[src/spd_pkg.sv]
// Shared constants for the serdes power-down and output control block.
// Assumes one 20 MHz core clock and the plain register port of spd_power_ctrl.
package spd_pkg;
   // ************************************************************
   // Timing
   // ************************************************************
   localparam int unsigned CLK_HZ = 20_000_000;
   localparam logic [10:0] SER_INIT_CYCLES = 11'h402; // Serializer init length
   localparam logic [3:0] FRAME_LAST = 4'hB; // Twelve bits per serial frame
   localparam int WORD_W = 10;
   // ************************************************************
   // Register map
   // ************************************************************
   localparam logic [7:0] ADDR_STATUS = 8'h00;
   localparam logic [7:0] ADDR_MASK = 8'h04;
   localparam logic [7:0] ADDR_STATE = 8'h08;
   localparam logic [3:0] MASK_RESET = 4'h0;
   // Event bits of status and mask
   localparam int EV_LOCK_GAINED = 0;
   localparam int EV_LOCK_LOST = 1;
   localparam int EV_INIT_DONE = 2;
   localparam int EV_FAILSAFE = 3;
   localparam int EV_W = 4;
   // State register bits
   localparam int ST_SER_SLEEP = 0;
   localparam int ST_SER_INIT = 1;
   localparam int ST_DES_SLEEP = 2;
   localparam int ST_DES_LOCKED = 3;
   localparam int ST_LOCK_IND = 4;
   localparam int ST_UNDRIVEN = 5;
   // ************************************************************
   // Pin vector layout
   // ************************************************************
   localparam int PIN_SLEEP_N = 0;
   localparam int PIN_DRV_EN = 1;
   localparam int PIN_ROE = 2;
   localparam int PIN_SYNC_A = 3;
   localparam int PIN_SYNC_B = 4;
   localparam int PIN_TX_EDGE = 5;
   localparam int PIN_RX_EDGE = 6;
   localparam int PIN_UNDRIVEN = 7;
   localparam int PIN_W = 8;
   localparam logic [7:0] PINS_RESET = 8'h00;
   // ************************************************************
   // States
   // ************************************************************
   typedef enum logic [1:0] {SER_SLEEP, SER_INIT, SER_RUN} spd_ser_state_e;
   typedef enum logic [1:0] {DES_SLEEP, DES_ACQUIRE, DES_LOCKED} spd_des_state_e;
endpackage

[src/spd_power_ctrl.sv]
// Power-down, re-init and output-enable control of a 10-bit serializer and
// deserializer pair. Assumes framing logic on core_clk_in supplies the
// boundary lock flag and recovered word; control pins are asynchronous.
// Function
// The deserializer sleeps only when power-down and receiver enable are both low.
// The serializer sleeps whenever its power-down input is low.
// In sleep each side stops its PLL and floats all its outputs, lock included.
// The host wakes a side by holding power-down high for as long as it wants operation.
// After sleep both sides re-initialise; serializer init lasts 1026 cycles.
// On wake the deserializer holds lock indicator high until it has lock.
// The serial pins float while driver enable is low and drive while it is high.
// On driver enable returning, the serializer resumes if other controls stayed static.
// Awake with receiver enable low, recovered word and clock float.
// With receiver outputs disabled the lock indicator stays driven and current.
// Awake, enabled but unlocked, word and clock float and lock indicator is high.
// Locked and enabled, the recovered clock runs with the selected strobe edge.
// An undriven serial input forces the lock indicator high to avoid false lock.
// The lock indicator goes low once the PLL has locked.
// The host holds power-down low at least 16 ns to start a power-down; the code needs it low at two successive rising core_clk_in edges.
// Asynchronous control inputs are synchronised before use.
module spd_power_ctrl #(
   parameter int WORD_W = spd_pkg::WORD_W
) (
   input wire logic core_clk_in,
   input wire logic reset_in,
   input wire logic sleep_request_n_in,
   input wire logic serial_driver_enable_in,
   input wire logic receiver_output_enable_alt_in,
   input wire logic sync_request_a_in,
   input wire logic sync_request_b_in,
   input wire logic transmit_edge_select_in,
   input wire logic recovered_edge_select_in,
   input wire logic line_undriven_in,
   input wire logic [WORD_W-1:0] parallel_input_word_in,
   input wire logic boundary_locked_in,
   input wire logic [WORD_W-1:0] recovered_data_in,
   input wire logic [7:0] reg_addr_in,
   input wire logic [31:0] reg_wdata_in,
   input wire logic reg_write_in,
   input wire logic reg_read_in,
   output logic [31:0] reg_rdata_out,
   output logic irq_out,
   output logic serial_pos_out,
   output logic serial_neg_out,
   output logic serial_oe_out,
   output logic ser_pll_run_out,
   output logic des_pll_run_out,
   output logic [WORD_W-1:0] recovered_word_out,
   output logic recovered_word_oe_out,
   output logic recovered_clock_out,
   output logic recovered_clock_oe_out,
   output logic lock_indicator_out,
   output logic lock_indicator_oe_out
);
   // ************************************************************
   // Pin synchronisers
   // ************************************************************
   logic [spd_pkg::PIN_W-1:0] pins_raw;
   logic [spd_pkg::PIN_W-1:0] pin_s1_reg;
   logic [spd_pkg::PIN_W-1:0] pin_s2_reg;
   logic [spd_pkg::PIN_W-1:0] pin_s3_reg;
   logic [spd_pkg::PIN_W-1:0] pin_f_reg;

   assign pins_raw = {line_undriven_in, recovered_edge_select_in, transmit_edge_select_in,
                      sync_request_b_in, sync_request_a_in, receiver_output_enable_alt_in,
                      serial_driver_enable_in, sleep_request_n_in};

   // Four flops per pin; a level counts once stages two and three agree
   for (genvar i = 0; i < spd_pkg::PIN_W; i++) begin : g_pin
      always_ff @(posedge core_clk_in or posedge reset_in) begin
         if (reset_in) begin
            pin_s1_reg[i] <= spd_pkg::PINS_RESET[i];
            pin_s2_reg[i] <= spd_pkg::PINS_RESET[i];
            pin_s3_reg[i] <= spd_pkg::PINS_RESET[i];
            pin_f_reg[i] <= spd_pkg::PINS_RESET[i];
         end else begin
            pin_s1_reg[i] <= pins_raw[i];
            pin_s2_reg[i] <= pin_s1_reg[i];
            pin_s3_reg[i] <= pin_s2_reg[i];
            if (pin_s2_reg[i] == pin_s3_reg[i]) begin
               pin_f_reg[i] <= pin_s3_reg[i];
            end
         end
      end
   end

   logic sleep_n;
   logic drv_en;
   logic roe;
   logic undriven;
   logic des_sleep;
   assign sleep_n = pin_f_reg[spd_pkg::PIN_SLEEP_N];
   assign drv_en = pin_f_reg[spd_pkg::PIN_DRV_EN];
   assign roe = pin_f_reg[spd_pkg::PIN_ROE];
   assign undriven = pin_f_reg[spd_pkg::PIN_UNDRIVEN];
   assign des_sleep = !sleep_n && !roe;

   // ************************************************************
   // Serializer sequencing
   // ************************************************************
   spd_pkg::spd_ser_state_e ser_state_reg, ser_state_next;
   logic [10:0] ser_cnt_reg;
   logic [3:0] ctrl_snap_reg;
   logic ctrl_changed_reg;
   logic drv_en_d_reg;
   logic [3:0] ctrl_now;
   logic resume_bad;

   assign ctrl_now = {pin_f_reg[spd_pkg::PIN_TX_EDGE], sleep_n,
                      pin_f_reg[spd_pkg::PIN_SYNC_B], pin_f_reg[spd_pkg::PIN_SYNC_A]};
   // A change of sleep, sync A/B or transmit edge select during float forces a fresh init on resume
   assign resume_bad = drv_en && !drv_en_d_reg && ctrl_changed_reg;

   // Next serializer state
   always_comb begin
      ser_state_next = ser_state_reg;
      case (ser_state_reg)
         spd_pkg::SER_SLEEP: ser_state_next = spd_pkg::SER_INIT;
         spd_pkg::SER_INIT: begin
            if (ser_cnt_reg == spd_pkg::SER_INIT_CYCLES - 11'h001) begin
               ser_state_next = spd_pkg::SER_RUN;
            end
         end
         spd_pkg::SER_RUN: begin
            if (resume_bad) begin
               ser_state_next = spd_pkg::SER_INIT;
            end
         end
         default: ser_state_next = spd_pkg::SER_SLEEP;
      endcase
      if (!sleep_n) begin
         ser_state_next = spd_pkg::SER_SLEEP;
      end
   end

   // State, init counter and held-control tracking
   always_ff @(posedge core_clk_in or posedge reset_in) begin
      if (reset_in) begin
         ser_state_reg <= spd_pkg::SER_SLEEP;
         ser_cnt_reg <= 11'h000;
         ctrl_snap_reg <= 4'h0;
         ctrl_changed_reg <= 1'b0;
         drv_en_d_reg <= 1'b0;
      end else begin
         ser_state_reg <= ser_state_next;
         drv_en_d_reg <= drv_en;
         if (ser_state_next == spd_pkg::SER_INIT && ser_state_reg == spd_pkg::SER_INIT) begin
            ser_cnt_reg <= ser_cnt_reg + 11'h001;
         end else begin
            ser_cnt_reg <= 11'h000;
         end
         if (drv_en) begin
            ctrl_snap_reg <= ctrl_now;
            ctrl_changed_reg <= 1'b0;
         end else if (ctrl_now != ctrl_snap_reg) begin
            ctrl_changed_reg <= 1'b1;
         end
      end
   end

   // ************************************************************
   // Serial frame and driver enable
   // ************************************************************
   logic [11:0] frame_reg;
   logic [3:0] bit_cnt_reg;

   // Start high, ten data bits, stop low; shifted out LSB first
   always_ff @(posedge core_clk_in or posedge reset_in) begin
      if (reset_in) begin
         frame_reg <= 12'h000;
         bit_cnt_reg <= 4'h0;
         serial_pos_out <= 1'b0;
         serial_neg_out <= 1'b1;
         serial_oe_out <= 1'b0;
         ser_pll_run_out <= 1'b0;
      end else begin
         if (bit_cnt_reg == spd_pkg::FRAME_LAST) begin
            bit_cnt_reg <= 4'h0;
            frame_reg <= {1'b0, parallel_input_word_in, 1'b1};
         end else begin
            bit_cnt_reg <= bit_cnt_reg + 4'h1;
            frame_reg <= {1'b0, frame_reg[11:1]};
         end
         serial_pos_out <= frame_reg[0];
         serial_neg_out <= !frame_reg[0];
         serial_oe_out <= drv_en && ser_state_next != spd_pkg::SER_SLEEP;
         ser_pll_run_out <= ser_state_next != spd_pkg::SER_SLEEP;
      end
   end

   // ************************************************************
   // Deserializer lock and outputs
   // ************************************************************
   spd_pkg::spd_des_state_e des_state_reg, des_state_next;
   logic live_lock;
   logic out_en;
   assign live_lock = boundary_locked_in && !undriven;

   // Next deserializer state
   always_comb begin
      des_state_next = des_state_reg;
      case (des_state_reg)
         spd_pkg::DES_SLEEP: des_state_next = spd_pkg::DES_ACQUIRE;
         spd_pkg::DES_ACQUIRE: begin
            if (live_lock) begin
               des_state_next = spd_pkg::DES_LOCKED;
            end
         end
         spd_pkg::DES_LOCKED: begin
            if (!live_lock) begin
               des_state_next = spd_pkg::DES_ACQUIRE;
            end
         end
         default: des_state_next = spd_pkg::DES_SLEEP;
      endcase
      if (des_sleep) begin
         des_state_next = spd_pkg::DES_SLEEP;
      end
   end
   assign out_en = des_state_next == spd_pkg::DES_LOCKED && roe;

   // Registered pin values; data changes opposite the chosen strobe edge
   always_ff @(posedge core_clk_in or posedge reset_in) begin
      if (reset_in) begin
         des_state_reg <= spd_pkg::DES_SLEEP;
         lock_indicator_out <= 1'b1;
         lock_indicator_oe_out <= 1'b0;
         des_pll_run_out <= 1'b0;
         recovered_word_oe_out <= 1'b0;
         recovered_clock_oe_out <= 1'b0;
         recovered_clock_out <= 1'b0;
         recovered_word_out <= '0;
      end else begin
         des_state_reg <= des_state_next;
         lock_indicator_out <= des_state_next != spd_pkg::DES_LOCKED;
         lock_indicator_oe_out <= des_state_next != spd_pkg::DES_SLEEP;
         des_pll_run_out <= des_state_next != spd_pkg::DES_SLEEP;
         recovered_word_oe_out <= out_en;
         recovered_clock_oe_out <= out_en;
         if (out_en) begin
            recovered_clock_out <= !recovered_clock_out;
            if (recovered_clock_out == pin_f_reg[spd_pkg::PIN_RX_EDGE]) begin
               recovered_word_out <= recovered_data_in;
            end
         end else begin
            recovered_clock_out <= 1'b0;
         end
      end
   end

   // ************************************************************
   // Event status, mask and register port
   // ************************************************************
   logic [spd_pkg::EV_W-1:0] status_reg;
   logic [spd_pkg::EV_W-1:0] mask_reg;
   logic [spd_pkg::EV_W-1:0] ev_set;
   logic [spd_pkg::EV_W-1:0] ev_clr;
   logic undriven_d_reg;

   always_comb begin
      ev_set = '0;
      ev_set[spd_pkg::EV_LOCK_GAINED] = des_state_next == spd_pkg::DES_LOCKED &&
                                        des_state_reg != spd_pkg::DES_LOCKED;
      ev_set[spd_pkg::EV_LOCK_LOST] = des_state_reg == spd_pkg::DES_LOCKED &&
                                      des_state_next != spd_pkg::DES_LOCKED;
      ev_set[spd_pkg::EV_INIT_DONE] = ser_state_next == spd_pkg::SER_RUN &&
                                      ser_state_reg == spd_pkg::SER_INIT;
      ev_set[spd_pkg::EV_FAILSAFE] = undriven && !undriven_d_reg;
      ev_clr = '0;
      if (reg_write_in && reg_addr_in == spd_pkg::ADDR_STATUS) begin
         ev_clr = reg_wdata_in[spd_pkg::EV_W-1:0];
      end
   end

   // Sticky status; a new event beats a same-cycle clear
   always_ff @(posedge core_clk_in or posedge reset_in) begin
      if (reset_in) begin
         status_reg <= '0;
         mask_reg <= spd_pkg::MASK_RESET;
         undriven_d_reg <= 1'b0;
         irq_out <= 1'b0;
      end else begin
         undriven_d_reg <= undriven;
         status_reg <= (status_reg & ~ev_clr) | ev_set;
         if (reg_write_in && reg_addr_in == spd_pkg::ADDR_MASK) begin
            mask_reg <= reg_wdata_in[spd_pkg::EV_W-1:0];
         end
         irq_out <= |(((status_reg & ~ev_clr) | ev_set) & mask_reg);
      end
   end

   // Read data one cycle after the strobe; unmapped reads zero
   always_ff @(posedge core_clk_in or posedge reset_in) begin
      if (reset_in) begin
         reg_rdata_out <= 32'h0000_0000;
      end else begin
         reg_rdata_out <= 32'h0000_0000;
         if (reg_read_in) begin
            case (reg_addr_in)
               spd_pkg::ADDR_STATUS: reg_rdata_out[spd_pkg::EV_W-1:0] <= status_reg;
               spd_pkg::ADDR_MASK: reg_rdata_out[spd_pkg::EV_W-1:0] <= mask_reg;
               spd_pkg::ADDR_STATE: begin
                  reg_rdata_out[spd_pkg::ST_SER_SLEEP] <= ser_state_reg == spd_pkg::SER_SLEEP;
                  reg_rdata_out[spd_pkg::ST_SER_INIT] <= ser_state_reg == spd_pkg::SER_INIT;
                  reg_rdata_out[spd_pkg::ST_DES_SLEEP] <= des_state_reg == spd_pkg::DES_SLEEP;
                  reg_rdata_out[spd_pkg::ST_DES_LOCKED] <= des_state_reg == spd_pkg::DES_LOCKED;
                  reg_rdata_out[spd_pkg::ST_LOCK_IND] <= lock_indicator_out;
                  reg_rdata_out[spd_pkg::ST_UNDRIVEN] <= undriven;
               end
               default: reg_rdata_out <= 32'h0000_0000;
            endcase
         end
      end
   end
endmodule

[config.mk]
export PLATFORM = sky130hd
export DESIGN_NAME = spd_power_ctrl
export DESIGN_NICKNAME = d
export VERILOG_FILES = /design/src/spd_pkg.sv /design/src/spd_power_ctrl.sv
export SDC_FILE = /design/constraint.sdc
export NUM_CORES = 1
export LEC_CHECK = 0
export ABC_AREA = 1
export BUFFER_PORTS_ARGS = -buffer_cell sky130_fd_sc_hd__clkbuf_2
export CAP_MARGIN = 0
export CORE_MARGIN = 3
export CORE_UTILIZATION = 55
export DETAILED_ROUTE_END_ITERATION = 7
export GPL_ROUTABILITY_DRIVEN = 0
export PLACE_DENSITY = 0.86
export SYNTH_ARGS = -nofsm -noshare
export SYNTH_HDL_FRONTEND = slang
export SYNTH_SLANG_ARGS = --single-unit
[constraint.sdc]
create_clock -name core_clk_in -period 7.2 [get_ports core_clk_in]
set_clock_uncertainty 0.15 [all_clocks]
set_input_delay 1.08 -clock core_clk_in [delete_from_list [all_inputs] [get_ports core_clk_in]]
set_output_delay 1.08 -clock core_clk_in [all_outputs]
set_load 0.005 [all_outputs]
# Word-level counts from Yosys, hierarchy flattened

Index checks and enable logic that the tools add are counted.

$add $sub $neg: 2
Multiply operators: 0
Divide/modulo/power cells: 0
Magnitude comparators: 0
Equal/unequal tests: 23
Shift operators: 0
Mux-type cells: 18
Bitwise logic cells: 4
Reduce and logical (&&, ||, !) cells: 28

Operators by type and width:

| kind                  | count |
|---|---|
| $mux 11               | 2 |
| $mux 2                | 7 |
| $logic_and 1x1->1     | 13 |
| $pmux 2 s3            | 2 |
| $pmux 4 s3            | 1 |
| $add 11x1->11 const B | 1 |
| $eq 11x11->1 const B  | 1 |
| $eq 1x1->1            | 9 |
| $and 4x4->4           | 2 |
| $eq 2x2->1 const B    | 4 |
| $eq 8x3->1 const B    | 1 |
| $eq 8x4->1 const B    | 1 |
| $logic_not 8->1       | 1 |
| $mux 4                | 2 |
| $logic_not 1->1       | 7 |
| $eq 2x1->1 const B    | 3 |
| $mux 6                | 1 |
| $reduce_bool 2->1     | 3 |
| $add 4x1->4 const B   | 1 |
| $eq 4x4->1 const B    | 1 |
| $logic_not 2->1       | 2 |
| $ne 2x2->1 const B    | 2 |
| $ne 4x4->1            | 1 |
| $not 4->4             | 1 |
| other kinds (4)       | 6 |

Flip-flop bits (word level): 129
Latch bits: 0
RAM bits: 0
Memory bits (read-only): 0
Input port bits: 73
Output and inout port bits: 53
Word-level logic and storage cells: 129
Memories kept: 0

# Depth between registers and ports, before layout

Depth after elaboration: 11
Depth in mapped cells: 10

# Least setup slack after synthesis

No wires, ideal clock.

Path type: input to register
Start: in reg_addr_in[7]
End: reg mask_reg[0] (netlist name)
Setup time: 0.127 ns
Arrival time: 1.855 ns
Required time: 6.923 ns
Slack: 5.067 ns
Stages on the path: 5
Buffers on the path: 0
Cell sequence: nor2_1 > nand2_2 > nor2_4 > nand2_2 > mux2_1

Cells in the longest elaborated chain, start to end: 2

Ends and longest elaborated chain:

| what                   | RTL line              | RTL |
|---|---|---|
| start: declaration     | spd_power_ctrl.sv:37  | `input wire logic [7:0] reg_addr_in,` |
| $eq 8x3->1             | spd_power_ctrl.sv:285 | `if (reg_write_in && reg_addr_in == spd_pkg::ADDR_MASK) begin` |
| $logic_and 1x1->1      | spd_power_ctrl.sv:285 |  |
| end signal: assignment | spd_power_ctrl.sv:279 | `mask_reg <= spd_pkg::MASK_RESET;` |
| end signal: assignment | spd_power_ctrl.sv:286 | `mask_reg <= reg_wdata_in[spd_pkg::EV_W-1:0];` |
| end: declaration       | spd_power_ctrl.sv:255 | `logic [spd_pkg::EV_W-1:0] mask_reg;` |

No other way between the ends.
A chain may end at the register's enable or synchronous reset.

# Worst setup path after layout

Start: reg lock_indicator_out
End: out lock_indicator_out

RTL lines:

| what                     | RTL line              | RTL |
|---|---|---|
| start: declaration       | spd_power_ctrl.sv:52  | `output logic lock_indicator_out,` |
| start signal: assignment | spd_power_ctrl.sv:235 | `lock_indicator_out <= des_state_next != spd_pkg::DES_LOCKED;` |

No word-level cell between the ends.

==> run metrics <==
status=finished, final reports clean; clock latency at the later pin of the worst-skew pair=0.37 ns; RSZ-0062 raised after global routing=no; die area=0.00858 mm²; Diodes inserted=0; Cells after Synth=377; top post-synthesis cells by count=dfrtp_1, nand2_1, inv_1, buf_4, nor2_1; clock-pin slew on the worst setup and hold paths=0.09 ns; multi-input logic area=0.00128 mm²; most common cell in the netlist=dfrtp_1; vias in the first global route=2685; worst hold path class=reg2reg; Num CTS Buffers=9; dominant synthesized flop cell=dfrtp_1; via count=2654; Seq/Total Area, Yosys=61.9%; DRC=0; WP buf/inv=1; hold-fix buffers at CTS=0; MaxCap Viol Count=0; final slew viol count=0; number of H-tree branching levels=3; peak supply drop=0.156 mV; EDFF count, synth=0; Synth Cell Area=0.00413 mm²; CP max-delay cell=dfstp_2; syn_area_per_cell=11.0 µm²; Final Setup Violations=0; Syn. warnings=0; Clock Root Buffer=clkbuf_8; starting density of the core=58.8%; IO buf count=71; Worst setup SP type=flip-flop; post-route cell area=0.00471 mm²; placed cell areas=0.00447 mm²; Arr. time, crit path=1.01 ns; register area=0.00255 mm²; Slew @ Worst Pin=0.888 ns; Design Power=1240 µW; Leak=0.00235 µW; unique cell type count in the Yosys netlist=37; final wirelength=7.12 mm; clk sinks=102; PwrDens=264 mW/mm²; first-pass detailed-route iteration total=4; fin util=67.2%; number of top-level pins=126; crit path cell chain=clkbuf_2; Overall Global Routing Usage=17.9%; vias per inst=4.80; Final Critical Period=2.24 ns; Critical Path RT=5.97 ns; CTS tree=built; number of synthesized register bits=102; final hold vios=0; period utilization=31.1%; crit path max fanout=2; Layout area overhead=14.2%; r2r startpoint=pin_f_reg[6]$_DFFE_PP0N_; Max Fclk=447 MHz; gr ovfl total=0; hold wc startpoint=pin_s1_reg[7]$_DFF_PP0_; chip height=92.6 µm; Total Nets Final=528; first-pass GRT wire length=12.0 mm; critical path's largest stage delay=0.54 ns; Rows=30; max_slew headroom=40.3%; Yosys top cell by area=dfrtp_1; Post-DP HPWL=5.10 mm; Synth top area share=60.6%; final non-filler cell total=553; Worst Path Class, Setup=reg2out; core area=0.00702 mm²; DIE WIDTH=92.6 µm; # resized after CTS=0; CP top delay family=flip-flops; CP startpoint=lock_indicator_out$_DFF_PP1_; final setup TNS=0 ns; Async SR Flop Fraction=100%; Synth area leaders=dfrtp_1, nand2_1, buf_4; largest net degree at the start of global routing=72; DR iter-0 viols=122; cell count after placement=537; # fillers=536; initial antenna violation count=0; crit path capture type=primary output; Post-CTS Setup Bufs=0; share of post-route cells with drive strength above 1=28.4%; WL per Instance=12.9 µm; clk buf depth=2; Final ANT Viol Nets=0
metrics by stage:
stage | hold WS [ns] | setup WS, ns
5_1_grt | 0.210 | 4.92
3_3_place_gp | 0.181 | 4.72
3_5_place_dp | 0.185 | 4.68
2_1_floorplan | 0.181 | 3.30
6_report | 0.204 | 4.96
4_1_cts | 0.205 | 4.95
report_power, final:
group	switching, µW	leakage, µW	internal, µW
Sequential	36.4	0.00125	633
Combinational	82.4	0.000985	63.1
Clock	189	0.000120	241
Total	308	0.00235	937
path summary, 6_finish.rpt:
kind                                                     end  slack (ns)  cells past startpoint
max in group asynchronous  recovered_word_out[3]$_DFFE_PP0P_        5.17                      3
setup / recovery                          lock_indicator_out        4.96                      1
hold reg to reg                      pin_s2_reg[7]$_DFF_PP0_        0.20                      0
setup reg to reg           recovered_word_out[2]$_DFFE_PP0P_        5.31                      4
hold / removal                       pin_s2_reg[7]$_DFF_PP0_        0.20                      0
min in group asynchronous             frame_reg[7]$_DFF_PP0_        0.53                      2
routing by layer:
metal | GRT usage, % | share of wire, % | up-vias
li1 | - | - | 1298
met1 | 22.5 | 42 | 1256
met2 | 28.0 | 48 | 86
met3 | 6.58 | 8.1 | 14
met4 | 7.81 | 2.0 | 0
met5 | 0 | 0 | -
cells in the final DEF, fill, tap and decap left out, types with 2 or more instances in the layout:
master and count:
dfrtp_1 100, clkbuf_2 71, nand2_1 64, inv_1 37
conb_1 26, nor2_1 25, nand3_1 24, nor2_2 13
mux2_2 10, clkbuf_8 10, maj3_1 8, o21ai_0 7
a21oi_1 6, nor3_1 5, xnor2_1 5, nand2_2 5
nor2_4 4, mux2_1 4, nand4_1 3, ha_1 3
bufinv_16 3, nand3_2 2, xor2_1 2, a22o_1 2
dfstp_2 2
cell type report:
type / count / share of cell area [%]
Multi-Input combinational cell: 229 / 27.2
Inverter: 38 / 3.08
Timing Repair Buffer: 72 / 7.70
Clock buffer: 11 / 3.00
Sequential cell: 102 / 54.2
Tap cell: 96 / 2.55
Clock inverter: 5 / 2.26
logic make-up after synthesis:
kind of cell	after synthesis	share of synthesized area, %
simple gates	150	17.4
buf+inv	71	9.30
fa+ha+maj	11	2.85
compound gates	21	3.18
mux	14	3.82
flops	102	61.9
xor+xnor	7	1.48
other cells	1	0.0908
Note: power is estimated with default switching activity, not from simulation.
